**src/verilog/lftm_pkg.sv**
```systemverilog
// Purpose: Shared constants for the LED fault and thermal monitor.
// Assumes: Sensor words are codes from on-chip converters, scaled as noted below.
// Notes: Sink and supply voltages are 25 mV and 50 mV per code; temperature is 1/8 degC.
package lftm_pkg;
	// Register offsets (8-bit data, byte addresses)
	localparam logic [7:0] ADDR_FAULT = 8'h00;
	localparam logic [7:0] ADDR_CFG = 8'h01;
	localparam logic [7:0] ADDR_CTRL = 8'h02;
	localparam logic [7:0] ADDR_TEMP_HI = 8'h03;
	localparam logic [7:0] ADDR_TEMP_LO = 8'h04;
	localparam logic [7:0] ADDR_STRINGS = 8'h05;
	localparam logic [7:0] ADDR_BOOST = 8'h06;
	// Fault register field positions
	localparam int FB_OPEN = 0;
	localparam int FB_SHORT = 1;
	localparam int FB_COUNT = 2;
	localparam int FB_SUPPLY = 5;
	localparam int FB_OVERCUR = 6;
	localparam int FB_THERMAL = 7;
	// Configuration register fields
	localparam int CB_HEADROOM = 0;
	localparam int CB_MARGIN = 3;
	localparam int CB_SUPPLY = 4;
	localparam int CB_DERATE = 6;
	// Values after reset, and the boost ceiling
	localparam logic [7:0] CFG_RST = 8'h00;
	localparam logic CTRL_RST = 1'b0;
	localparam logic [7:0] BOOST_INIT = 8'ha0;
	localparam logic [7:0] BOOST_MAX = 8'hf0;
	// Adaptive step is 125 mV, which is five sink codes
	localparam logic [7:0] STEP_CODES = 8'h05;
	// Mismatch margins, 3.3 V and 5.3 V in sink codes
	localparam logic [8:0] MARGIN_LO = 9'h084;
	localparam logic [8:0] MARGIN_HI = 9'h0d4;
	// Supply thresholds 2.7 / 5.4 / 8.1 V and 200 mV hysteresis
	localparam logic [7:0] SUPPLY_THR1 = 8'h36;
	localparam logic [7:0] SUPPLY_THR2 = 8'h6c;
	localparam logic [7:0] SUPPLY_THR3 = 8'ha2;
	localparam logic [7:0] SUPPLY_HYST = 8'h04;
	// Thermal figures in whole degC; full duty in percent
	localparam logic [7:0] DERATE_T1 = 8'h6e;
	localparam logic [7:0] DERATE_T2 = 8'h78;
	localparam logic [7:0] DERATE_T3 = 8'h82;
	localparam logic [7:0] TSD_ON = 8'h96;
	localparam logic [7:0] TSD_OFF = 8'h82;
	localparam logic [6:0] DUTY_FULL = 7'h64;
	// Boost adjust interval
	localparam int STEP_PERIOD_US = 100;
	localparam int CLK_MHZ = 125;
	localparam int STEP_CYCLES_DEF = STEP_PERIOD_US * CLK_MHZ;
	// Bundled pin width passing the synchroniser
	localparam int SYNC_W = 58;
endpackage : lftm_pkg

```
**src/verilog/lftm_sync.sv**
```systemverilog
// Purpose: Two-stage synchroniser for pins and converter words.
// Assumes: Multi-bit words change slowly against mclk.
// Notes: The first stage feeds only the second stage.
module lftm_sync #(
	parameter int W = 1
) (
	// Clock
	input wire logic mclk,
	input wire logic srst,
	// Data
	input wire logic [W-1:0] din,
	output logic [W-1:0] dout
);
	logic [W-1:0] meta_r;

	// Two flops; a torn word lasts one cycle at most
	always_ff @(posedge mclk)
	begin
		if (srst)
		begin
			meta_r <= '0;
			dout <= '0;
		end
		else
		begin
			meta_r <= din;
			dout <= meta_r;
		end
	end
endmodule : lftm_sync

```
**src/verilog/lftm_derate.sv**
```systemverilog
// Purpose: Brightness derating from die temperature.
// Assumes: Temperature in whole degC; selection field as in the package.
// Notes: Purely combinational; the caller registers the result.
module lftm_derate (
	// Inputs
	input wire logic [7:0] degC,
	input wire logic [1:0] derateThresholdSel,
	// Result in percent of full scale
	output logic [6:0] duty
);
	import lftm_pkg::*;
	logic [7:0] limit;
	logic [8:0] drop;

	// Two percent per degree above the limit, floored at zero
	always_comb
	begin
		case (derateThresholdSel)
			2'b01: limit = DERATE_T1;
			2'b10: limit = DERATE_T2;
			2'b11: limit = DERATE_T3;
			default: limit = 8'h00;
		endcase
		drop = {(degC - limit), 1'b0};
		if (limit == 8'h00 || degC < limit)
			duty = DUTY_FULL;
		else if (drop >= {2'b00, DUTY_FULL})
			duty = 7'h00;
		else
			duty = DUTY_FULL - drop[6:0];
	end
endmodule : lftm_derate

```
**src/verilog/lftm_monitor.sv**
```systemverilog
// Purpose: Fault supervision, adaptive boost tracking and thermal derating.
// Assumes: Sensor words arrive from other domains and are synchronised here.
// Notes: Enable pin low holds everything off and clears every fault.
module lftm_monitor #(
	parameter int unsigned STEP_CYCLES = lftm_pkg::STEP_CYCLES_DEF
) (
	// Clock and reset
	input wire logic mclk,
	input wire logic srst,
	// Register port
	input wire logic [7:0] regAddr,
	input wire logic [7:0] regWdata,
	input wire logic regWr,
	input wire logic regRd,
	output logic [7:0] regRdata,
	// Chip pins
	input wire logic enPin,
	input wire logic autoDimMode,
	// Sensors
	input wire logic [3:0][7:0] sinkVolt,
	input wire logic [3:0] openCmp,
	input wire logic [7:0] supplyVolt,
	input wire logic overCurrent,
	input wire logic [10:0] tempCode,
	// Power stage
	output logic ledEnable,
	output logic boostEnable,
	output logic [7:0] boostSetpoint,
	output logic [6:0] dutyScale,
	// Fault pin, open drain
	output logic faultPinOut,
	output logic faultPinOe
);
	import lftm_pkg::*;

	// Headroom target in sink codes
	function automatic logic [7:0] headroomCode(input logic [2:0] sel);
		case (sel)
			3'd0: headroomCode = 8'h0c;
			3'd1: headroomCode = 8'h11;
			3'd2: headroomCode = 8'h16;
			3'd3: headroomCode = 8'h1b;
			3'd4: headroomCode = 8'h20;
			3'd5: headroomCode = 8'h25;
			3'd6: headroomCode = 8'h2a;
			default: headroomCode = 8'h30;
		endcase
	endfunction : headroomCode

	// Supply threshold; zero means detection off
	function automatic logic [7:0] supplyThr(input logic [1:0] sel);
		case (sel)
			2'b01: supplyThr = SUPPLY_THR1;
			2'b10: supplyThr = SUPPLY_THR2;
			2'b11: supplyThr = SUPPLY_THR3;
			default: supplyThr = 8'h00;
		endcase
	endfunction : supplyThr

	// Synchronised pins
	logic [SYNC_W-1:0] pinRaw;
	logic [SYNC_W-1:0] pinSync;
	logic enS;
	logic autoDimS;
	logic [3:0][7:0] sinkS;
	logic [3:0] openS;
	logic [7:0] supplyS;
	logic overCurS;
	logic [10:0] tempS;

	assign pinRaw = {enPin, autoDimMode, sinkVolt, openCmp, supplyVolt, overCurrent, tempCode};

	lftm_sync #(
		.W(SYNC_W)
	) u_sync (
		.mclk(mclk),
		.srst(srst),
		.din(pinRaw),
		.dout(pinSync)
	);

	assign {enS, autoDimS, sinkS, openS, supplyS, overCurS, tempS} = pinSync;

	// Software-visible state
	logic [7:0] cfg_r;
	logic faultInPwm_r;
	logic openFlag_r;
	logic shortFlag_r;
	logic supplyFlag_r;
	logic overCurFlag_r;
	logic thermalFlag_r;
	logic [3:0] stringBad_r;
	logic [2:0] tempLoHold_r;
	logic uvActive_r;
	logic tsdActive_r;
	logic [7:0] setpoint_r;
	logic [$clog2(STEP_CYCLES+1)-1:0] stepCnt_r;
	logic stepTick;

	// Decoded access and clear conditions
	logic faultRead;
	logic clrFaults;
	logic shutdown;
	logic checkStrings;
	logic [7:0] degC;
	logic [7:0] uvThr;
	logic [7:0] target;
	logic [8:0] margin;

	assign faultRead = regRd && regAddr == ADDR_FAULT;
	assign clrFaults = faultRead || !enS;
	assign degC = tempS[10:3];
	assign uvThr = supplyThr(cfg_r[CB_SUPPLY +: 2]);
	assign target = headroomCode(cfg_r[CB_HEADROOM +: 3]);
	assign margin = cfg_r[CB_MARGIN] ? MARGIN_HI : MARGIN_LO;
	assign shutdown = !enS || uvActive_r || tsdActive_r || overCurFlag_r;
	assign checkStrings = enS && !shutdown && (autoDimS || faultInPwm_r);

	// Configuration and control writes
	always_ff @(posedge mclk)
	begin
		if (srst)
		begin
			cfg_r <= CFG_RST;
			faultInPwm_r <= CTRL_RST;
		end
		else if (regWr)
		begin
			if (regAddr == ADDR_CFG)
				cfg_r <= regWdata;
			if (regAddr == ADDR_CTRL)
				faultInPwm_r <= regWdata[0];
		end
	end

	// Smallest headroom among strings still in the loop
	logic [7:0] minHead;
	logic anyIn;
	always_comb
	begin
		minHead = 8'hff;
		anyIn = 1'b0;
		for (int i = 0; i < 4; i++)
		begin
			if (!stringBad_r[i])
			begin
				anyIn = 1'b1;
				if (sinkS[i] < minHead)
					minHead = sinkS[i];
			end
		end
	end

	// Per-string open and short detection
	logic [3:0] openEvt;
	logic [3:0] shortEvt;
	genvar g;
	generate
		for (g = 0; g < 4; g++)
		begin : g_string
			logic [8:0] excess;
			assign excess = {1'b0, sinkS[g]} - {1'b0, minHead};
			assign openEvt[g] = checkStrings && openS[g];
			assign shortEvt[g] = checkStrings && anyIn && !openS[g]
				&& sinkS[g] > minHead && excess > margin;
		end
	endgenerate

	// Faulty string mask: set wins over a clear in the same cycle
	always_ff @(posedge mclk)
	begin
		if (srst)
			stringBad_r <= 4'h0;
		else
			stringBad_r <= (clrFaults ? 4'h0 : stringBad_r) | openEvt | shortEvt;
	end

	// Supply monitor with hysteresis; releases by itself
	always_ff @(posedge mclk)
	begin
		if (srst)
			uvActive_r <= 1'b0;
		else if (uvThr == 8'h00)
			uvActive_r <= 1'b0;
		else if (supplyS < uvThr)
			uvActive_r <= 1'b1;
		else if ({1'b0, supplyS} >= {1'b0, uvThr} + {1'b0, SUPPLY_HYST})
			uvActive_r <= 1'b0;
	end

	// Thermal shutdown between 150 and 130 degC
	always_ff @(posedge mclk)
	begin
		if (srst)
			tsdActive_r <= 1'b0;
		else if (degC >= TSD_ON)
			tsdActive_r <= 1'b1;
		else if (degC < TSD_OFF)
			tsdActive_r <= 1'b0;
	end

	// Latched fault flags; a new event beats the clear
	logic uvEvt;
	logic ocEvt;
	logic tsdEvt;
	assign uvEvt = enS && uvThr != 8'h00 && supplyS < uvThr;
	assign ocEvt = enS && overCurS;
	assign tsdEvt = enS && degC >= TSD_ON;
	always_ff @(posedge mclk)
	begin
		if (srst)
		begin
			openFlag_r <= 1'b0;
			shortFlag_r <= 1'b0;
			supplyFlag_r <= 1'b0;
			overCurFlag_r <= 1'b0;
			thermalFlag_r <= 1'b0;
		end
		else
		begin
			openFlag_r <= (openFlag_r && !clrFaults) || |openEvt;
			shortFlag_r <= (shortFlag_r && !clrFaults) || |shortEvt;
			supplyFlag_r <= (supplyFlag_r && !clrFaults) || uvEvt;
			overCurFlag_r <= (overCurFlag_r && !clrFaults) || ocEvt;
			thermalFlag_r <= (thermalFlag_r && !clrFaults) || tsdEvt;
		end
	end

	// Step interval divider for the boost loop
	always_ff @(posedge mclk)
	begin
		if (srst || shutdown)
			stepCnt_r <= '0;
		else if (stepTick)
			stepCnt_r <= '0;
		else
			stepCnt_r <= stepCnt_r + 1'b1;
	end
	assign stepTick = stepCnt_r == ($clog2(STEP_CYCLES+1))'(STEP_CYCLES - 1);

	// Adaptive boost; phase staggering changes only sink timing, so it is not consulted
	always_ff @(posedge mclk)
	begin
		if (srst || !enS)
			setpoint_r <= BOOST_INIT;
		else if (stepTick && anyIn)
		begin
			if (minHead < target && setpoint_r < BOOST_MAX)
				setpoint_r <= setpoint_r + 8'h01;
			else if ({1'b0, minHead} > {1'b0, target} + {1'b0, STEP_CODES}
				&& setpoint_r != 8'h00)
				setpoint_r <= setpoint_r - 8'h01;
		end
	end

	// Derating result; independent of all fault state
	logic [6:0] dutyCalc;
	lftm_derate u_derate (
		.degC(degC),
		.derateThresholdSel(cfg_r[CB_DERATE +: 2]),
		.duty(dutyCalc)
	);

	// Registered power-stage outputs
	always_ff @(posedge mclk)
	begin
		if (srst)
		begin
			ledEnable <= 1'b0;
			boostEnable <= 1'b0;
			boostSetpoint <= BOOST_INIT;
			dutyScale <= DUTY_FULL;
		end
		else
		begin
			ledEnable <= !shutdown;
			boostEnable <= !shutdown;
			boostSetpoint <= setpoint_r;
			dutyScale <= enS ? dutyCalc : DUTY_FULL;
		end
	end

	// Fault pin follows the latched flags only
	always_ff @(posedge mclk)
	begin
		if (srst)
		begin
			faultPinOut <= 1'b0;
			faultPinOe <= 1'b0;
		end
		else
		begin
			faultPinOut <= 1'b0;
			faultPinOe <= openFlag_r || shortFlag_r || supplyFlag_r
				|| overCurFlag_r || thermalFlag_r;
		end
	end

	// Faulty string count for the fault register
	logic [2:0] badCount;
	always_comb
	begin
		badCount = 3'd0;
		for (int i = 0; i < 4; i++)
			badCount = badCount + {2'b00, stringBad_r[i]};
	end

	// Reading the high byte freezes the low bits for the next read
	always_ff @(posedge mclk)
	begin
		if (srst)
			tempLoHold_r <= 3'h0;
		else if (regRd && regAddr == ADDR_TEMP_HI)
			tempLoHold_r <= tempS[2:0];
	end

	// Read data, valid the cycle after the strobe; unmapped reads zero
	always_ff @(posedge mclk)
	begin
		if (srst)
			regRdata <= 8'h00;
		else if (regRd)
		begin
			case (regAddr)
				ADDR_FAULT: regRdata <= {thermalFlag_r, overCurFlag_r, supplyFlag_r,
					badCount, shortFlag_r, openFlag_r};
				ADDR_CFG: regRdata <= cfg_r;
				ADDR_CTRL: regRdata <= {7'h00, faultInPwm_r};
				ADDR_TEMP_HI: regRdata <= tempS[10:3];
				ADDR_TEMP_LO: regRdata <= {5'h00, tempLoHold_r};
				ADDR_STRINGS: regRdata <= {2'b00, tsdActive_r, uvActive_r, stringBad_r};
				ADDR_BOOST: regRdata <= setpoint_r;
				default: regRdata <= 8'h00;
			endcase
		end
		else
			regRdata <= 8'h00;
	end
endmodule : lftm_monitor

```
**config.mk**
```make
export PLATFORM = sky130hd
export DESIGN_NAME = lftm_monitor
export DESIGN_NICKNAME = d
export VERILOG_FILES = /design/src/verilog/lftm_pkg.sv /design/src/verilog/lftm_sync.sv /design/src/verilog/lftm_derate.sv /design/src/verilog/lftm_monitor.sv
export SDC_FILE = /design/constraint.sdc
export NUM_CORES = 1
export LEC_CHECK = 0
export ABC_AREA = 1
export ABC_CLOCK_PERIOD_IN_PS = 11100
export BUFFER_PORTS_ARGS = -buffer_cell sky130_fd_sc_hd__buf_2
export CAP_MARGIN = 20
export CORE_MARGIN = 3
export CORE_UTILIZATION = 62
export CTS_BUF_LIST = sky130_fd_sc_hd__clkbuf_8
export DETAILED_ROUTE_END_ITERATION = 7
export PLACE_DENSITY = 0.94
export SLEW_MARGIN = 20
export SYNTH_ARGS = -nofsm -noshare
export SYNTH_HDL_FRONTEND = slang
export SYNTH_SLANG_ARGS = --single-unit
```
**constraint.sdc**
```tcl
create_clock -name mclk -period 11.1 [get_ports mclk]
set_input_delay 2.22 -clock mclk [delete_from_list [all_inputs] [get_ports mclk]]
set_output_delay 2.22 -clock mclk [all_outputs]
set_load 0.005 [all_outputs]
```
==> impl_results.html <==
<table>
<tr><th>Metric</th><th>Value</th></tr>
<tr><th colspan="2">Outcome</th></tr>
<tr><td>Run status</td><td>finished clean</td></tr>
<tr><th colspan="2">Critical path</th></tr>
<tr><td>Nature of the critical path endpoint</td><td>register</td></tr>
<tr><td>Flop-to-flop setup slack</td><td>around 2.4 ns</td></tr>
<tr><td>Cell with the largest stage delay on the worst path</td><td>o211ai_1</td></tr>
<tr><td>Critical path startpoint category</td><td>register</td></tr>
<tr><td>Dominant cell type by count on the critical path</td><td>a21oi_1</td></tr>
<tr><td>Worst setup path startpoint</td><td>stringBad_r[0]$_SDFF_PP0_</td></tr>
<tr><td>WS Path Type</td><td>reg -&gt; reg</td></tr>
<tr><td>Slowest stage delay, CP</td><td>just over 0.7 ns</td></tr>
<tr><td>Worst r2r src</td><td>stringBad_r[0]$_SDFF_PP0_</td></tr>
<tr><td>Arr. time, crit path</td><td>9.00 ns</td></tr>
<tr><td>Req. time, crit path</td><td>~11 ns</td></tr>
<tr><td>Reg2reg end</td><td>setpoint_r[7]$_SDFFE_PP1P_</td></tr>
<tr><td>Maximum fanout encountered on the critical timing path</td><td>21</td></tr>
<tr><td>Worst Reg-to-Reg Cells</td><td>40</td></tr>
<tr><th colspan="2">Timing</th></tr>
<tr><td>Highest attainable clock frequency</td><td>roughly 0.12 GHz</td></tr>
<tr><td>Final count of negative-setup-slack endpoints</td><td>0</td></tr>
<tr><td>Ratio of final minimum period to clock period</td><td>0.781</td></tr>
<tr><td>Count of final hold-check violations</td><td>0</td></tr>
<tr><td>Final setup margin</td><td>~2.4 ns</td></tr>
<tr><td>Unrepaired setup endpoints after global routing</td><td>false</td></tr>
<tr><td>Number of pins exceeding their max-slew limit in the final report</td><td>0</td></tr>
<tr><td>Slew at the pin closest to its max-slew limit</td><td>a little over 0.9 ns</td></tr>
<tr><td>Worst slew margin</td><td>0.384</td></tr>
<tr><td>Final TNS setup</td><td>0 ns</td></tr>
<tr><td>Skew final</td><td>0.0204 ns</td></tr>
<tr><td>Final critical path time including I/O delays and setup</td><td>a little under 9 ns</td></tr>
<tr><th colspan="2">Power and ir drop</th></tr>
<tr><td>Cell area power density</td><td>approximately 170 nW/um^2</td></tr>
<tr><td>Static leakage</td><td>between 5 and 6 nW</td></tr>
<tr><td>VDD IR max</td><td>0.102 mV</td></tr>
<tr><th colspan="2">Routing</th></tr>
<tr><td>Top routing layer used</td><td>met4</td></tr>
<tr><td>Residual DRC</td><td>0</td></tr>
<tr><td>Detailed-route wire length per cell</td><td>between 10 and 15 um</td></tr>
<tr><td>Number of iterations in the first detailed-routing pass</td><td>6</td></tr>
<tr><td>Routed vias/inst</td><td>~5.3</td></tr>
<tr><td>Detailed router's first-iteration violation count</td><td>roughly 1100</td></tr>
<tr><td>Met3 layer wire length in the routed design</td><td>2480 um</td></tr>
<tr><td>Count of antenna-violating nets left after detailed routing</td><td>0</td></tr>
<tr><td>Total met2 wirelength after detailed routing</td><td>approximately 11000 um</td></tr>
<tr><td>Total Wirelength</td><td>25500 um</td></tr>
<tr><td>Met1 WL</td><td>11100 um</td></tr>
<tr><td>Via count</td><td>approximately 9700</td></tr>
<tr><th colspan="2">Clock network</th></tr>
<tr><td>CTS tree</td><td>done</td></tr>
<tr><td>Root Buffer</td><td>clkbuf_8</td></tr>
<tr><td>TritonCTS buffer count</td><td>17</td></tr>
<tr><td>Clock latency on the worst-skew pair</td><td>0.47 ns</td></tr>
<tr><td>Number of sinks on the clock net</td><td>185</td></tr>
<tr><td>Clock-pin slew on the worst setup and hold paths</td><td>0.11 ns</td></tr>
<tr><td>Total of hold buffers inserted after clock tree synthesis</td><td>0</td></tr>
<tr><td>Buffer count from post-CTS setup fixing</td><td>0</td></tr>
<tr><td>Gates resized, CTS repair</td><td>0</td></tr>
<tr><td>Number of buffers on the longest clock path</td><td>2</td></tr>
<tr><td>H-tree depth</td><td>4</td></tr>
<tr><th colspan="2">Finish</th></tr>
<tr><td>Layout overhead on the synthesized area</td><td>9.93%</td></tr>
<tr><td>Leading cell type in the layout, fill and taps excluded</td><td>inv_1</td></tr>
<tr><td>Final instance area</td><td>between 10000 and 15000 um^2</td></tr>
<tr><td>Commonest cells after routing, fill and taps aside</td><td>296 x inv_1, 250 x nor2_1, 229 x nand2_1</td></tr>
<tr><td>Final cell count without fillers</td><td>1823</td></tr>
<tr><td>Number of nets in the finished design</td><td>between 1500 and 2000</td></tr>
<tr><td>Share of post-route cells with drive strength above 1</td><td>0.114</td></tr>
<tr><td>Filler instances</td><td>around 1300</td></tr>
<tr><th colspan="2">Place</th></tr>
<tr><td>Number of placed instances, taps included</td><td>approximately 1800</td></tr>
<tr><td>Total placed instance area</td><td>between 10000 and 15000 um^2</td></tr>
<tr><td>Post-DP HPWL</td><td>19900 um</td></tr>
<tr><td>Pre-CTS worst setup slack</td><td>2.60 ns</td></tr>
<tr><td>Number of port buffers</td><td>approximately 100</td></tr>
<tr><td>Final GP Congestion</td><td>0.982</td></tr>
<tr><th colspan="2">Floorplanning</th></tr>
<tr><td>Die Ht</td><td>between 100 and 150 um</td></tr>
<tr><td>Effective utilization at floorplan</td><td>0.648</td></tr>
<tr><td>Area enclosed by the die boundary</td><td>18600 um^2</td></tr>
<tr><td>Top Ports</td><td>105</td></tr>
<tr><td>Core area</td><td>between 15000 and 20000 um^2</td></tr>
<tr><td>FP Rows</td><td>46</td></tr>
<tr><td>Die width</td><td>approximately 140 um</td></tr>
<tr><th colspan="2">GRT</th></tr>
<tr><td>Largest net degree at the start of global routing</td><td>102</td></tr>
<tr><td>Number of antenna violations at the first check in global routing</td><td>0</td></tr>
<tr><td>Global-route total usage across every layer</td><td>0.279</td></tr>
<tr><td>Via count of the first global-routing pass</td><td>8888</td></tr>
<tr><td>Global-route wire length before repair</td><td>41600 um</td></tr>
<tr><td>Overflow left after global routing</td><td>0</td></tr>
<tr><th colspan="2">Yosys</th></tr>
<tr><td>Average cell area after synthesis</td><td>7.02 um^2</td></tr>
<tr><td>Proportion of register bits with asynchronous set or reset after synthesis</td><td>0</td></tr>
<tr><td>Count of mapped cells out of synthesis</td><td>between 1000 and 1500</td></tr>
<tr><td>Portion of the post-synthesis area used by sequential elements</td><td>0.352</td></tr>
<tr><td>Warning count from the yosys run</td><td>0</td></tr>
<tr><td>Number of synthesized flops with an enable pin</td><td>0</td></tr>
<tr><td>Most instantiated flip-flop cell in the synthesis netlist</td><td>dfxtp_1</td></tr>
<tr><td>Number of distinct library cells after synthesis</td><td>54</td></tr>
<tr><td>Number of synthesized register bits</td><td>about 190</td></tr>
<tr><td>Cell area after technology mapping</td><td>10500 um^2</td></tr>
<tr><th colspan="2">Hold path</th></tr>
<tr><td>Kind of path behind the tightest hold check</td><td>reg -&gt; reg</td></tr>
<tr><td>Origin of the worst min-delay path</td><td>u_sync.meta_r[50]$_SDFF_PP0_</td></tr>
<tr><td>End of the worst hold path</td><td>u_sync.dout[50]$_SDFF_PP0_</td></tr>
<tr><td>Hold-critical path depth</td><td>2</td></tr>
<tr><th colspan="2">Run</th></tr>
<tr><td>Max_cap viols</td><td>0</td></tr>
</table>
cell families (layout without fill, tap and decap cells):
group,after synthesis,in the layout,synth area share
AOI/OAI and AO/OA,187,187,0.108
xor gates and xnor gates,32,32,0.0267
adders and majority gates,99,99,0.120
buffers and inverters,334,441,0.123
DFF,185,185,0.352
other,2,4,0.000714
and+or+nand+nor,659,659,0.270
where the power goes:
group	total, W	switching, W	internal, W
clock	0.000448	0.000247	0.000201
sequential	0.000697	0.0000133	0.000684
combinational	0.000765	0.000489	0.000277
worst max path at each step:
stage	end	slack, ns	cells past startpoint
global placement	setpoint_r[7]$_SDFFE_PP1P_	2.92	40
floorplan	setpoint_r[7]$_SDFFE_PP1P_	3.14	43
global route	setpoint_r[7]$_SDFFE_PP1P_	1.51	40
CTS	setpoint_r[7]$_SDFFE_PP1P_	2.56	40
detailed placement	setpoint_r[7]$_SDFFE_PP1P_	2.60	40
finish	setpoint_r[7]$_SDFFE_PP1P_	2.43	40
synth_stat cells (3+ instances only):
cell type  count  area share
inv_2         13      0.0046
inv_1        293        0.10
o21ai_0       52       0.025
nand2_2       12      0.0071
xor2_1        25       0.021
nor3_1        19      0.0090
a21oi_1       66       0.031
o22ai_1        6      0.0036
nor2_1       250       0.089
o21bai_1      10      0.0071
a31oi_1        7      0.0042
a21oi_2        3      0.0025
clkbuf_1      20      0.0071
nand4_1        9      0.0054
nor4_1         6      0.0036
o211ai_1       3      0.0021
nand2_1      229       0.082
buf_4          4      0.0029
xnor2_1        7      0.0058
dfxtp_1      185        0.35
a211oi_2       3      0.0036
fa_1           3      0.0057
o31ai_1        4      0.0029
nand2_4        9      0.0096
o21ai_1        7      0.0033
nor3b_1        4      0.0029
nand3b_1       6      0.0043
a211oi_1       4      0.0029
nand3_1      105       0.050
ha_1          96        0.11
a221oi_1       3      0.0025
critical path, delay by kind of cell (launching register included):
family / cells / cell delay, ns
AO/OA/AOI/OAI: 15 / 3.81
flip-flops: 1 / 0.67
XOR/XNOR: 1 / 0.23
adder cells (fa/ha/maj): 5 / 1.59
AND/OR/NAND/NOR: 15 / 1.69
buffers and inverters: 4 / 0.54
layout make-up:
type / instances / area [um^2] / share of cell area
well taps: 216 / 270 / 0.0234
clock buffers: 17 / 234 / 0.0202
repair buffers: 104 / 528 / 0.0457
multi-input cells: 980 / 5530 / 0.478
diodes: 1 / 2.50 / 0.000216
inverters: 306 / 1150 / 0.0994
clock inverters: 14 / 148 / 0.0128
flip-flops and latches: 185 / 3700 / 0.320
metrics by stage:
stage / utilization / hold WS, ns / total power (W)
4_1_cts: 0.712 / 0.383 / 0.00190
5_1_grt: 0.712 / 0.402 / 0.00205
3_5_place_dp: 0.689 / 0.393 / 0.00146
3_3_place_gp: 0.689 / 0.391 / 0.00143
2_1_floorplan: - / 0.388 / 0.00130
6_report: 0.712 / 0.381 / 0.00191
flip-flops by register name, indices dropped and copies added (netlist names), 3 cells and up:
register and count:
boostSetpoint 8, regRdata 8, dutyScale 6, stringBad_r 4, stepCnt_r 14, tempLoHold_r 3
u_sync.dout 58, setpoint_r 8, cfg_r 8, u_sync.meta_r 58
per-layer routing:
metal  vias up  GRT usage
met1      4277      0.377
met5         -          0
met4         0     0.0845
met3        70     0.0522
li1       4888          -
met2       449      0.455
(Power assumes the default switching activity.)
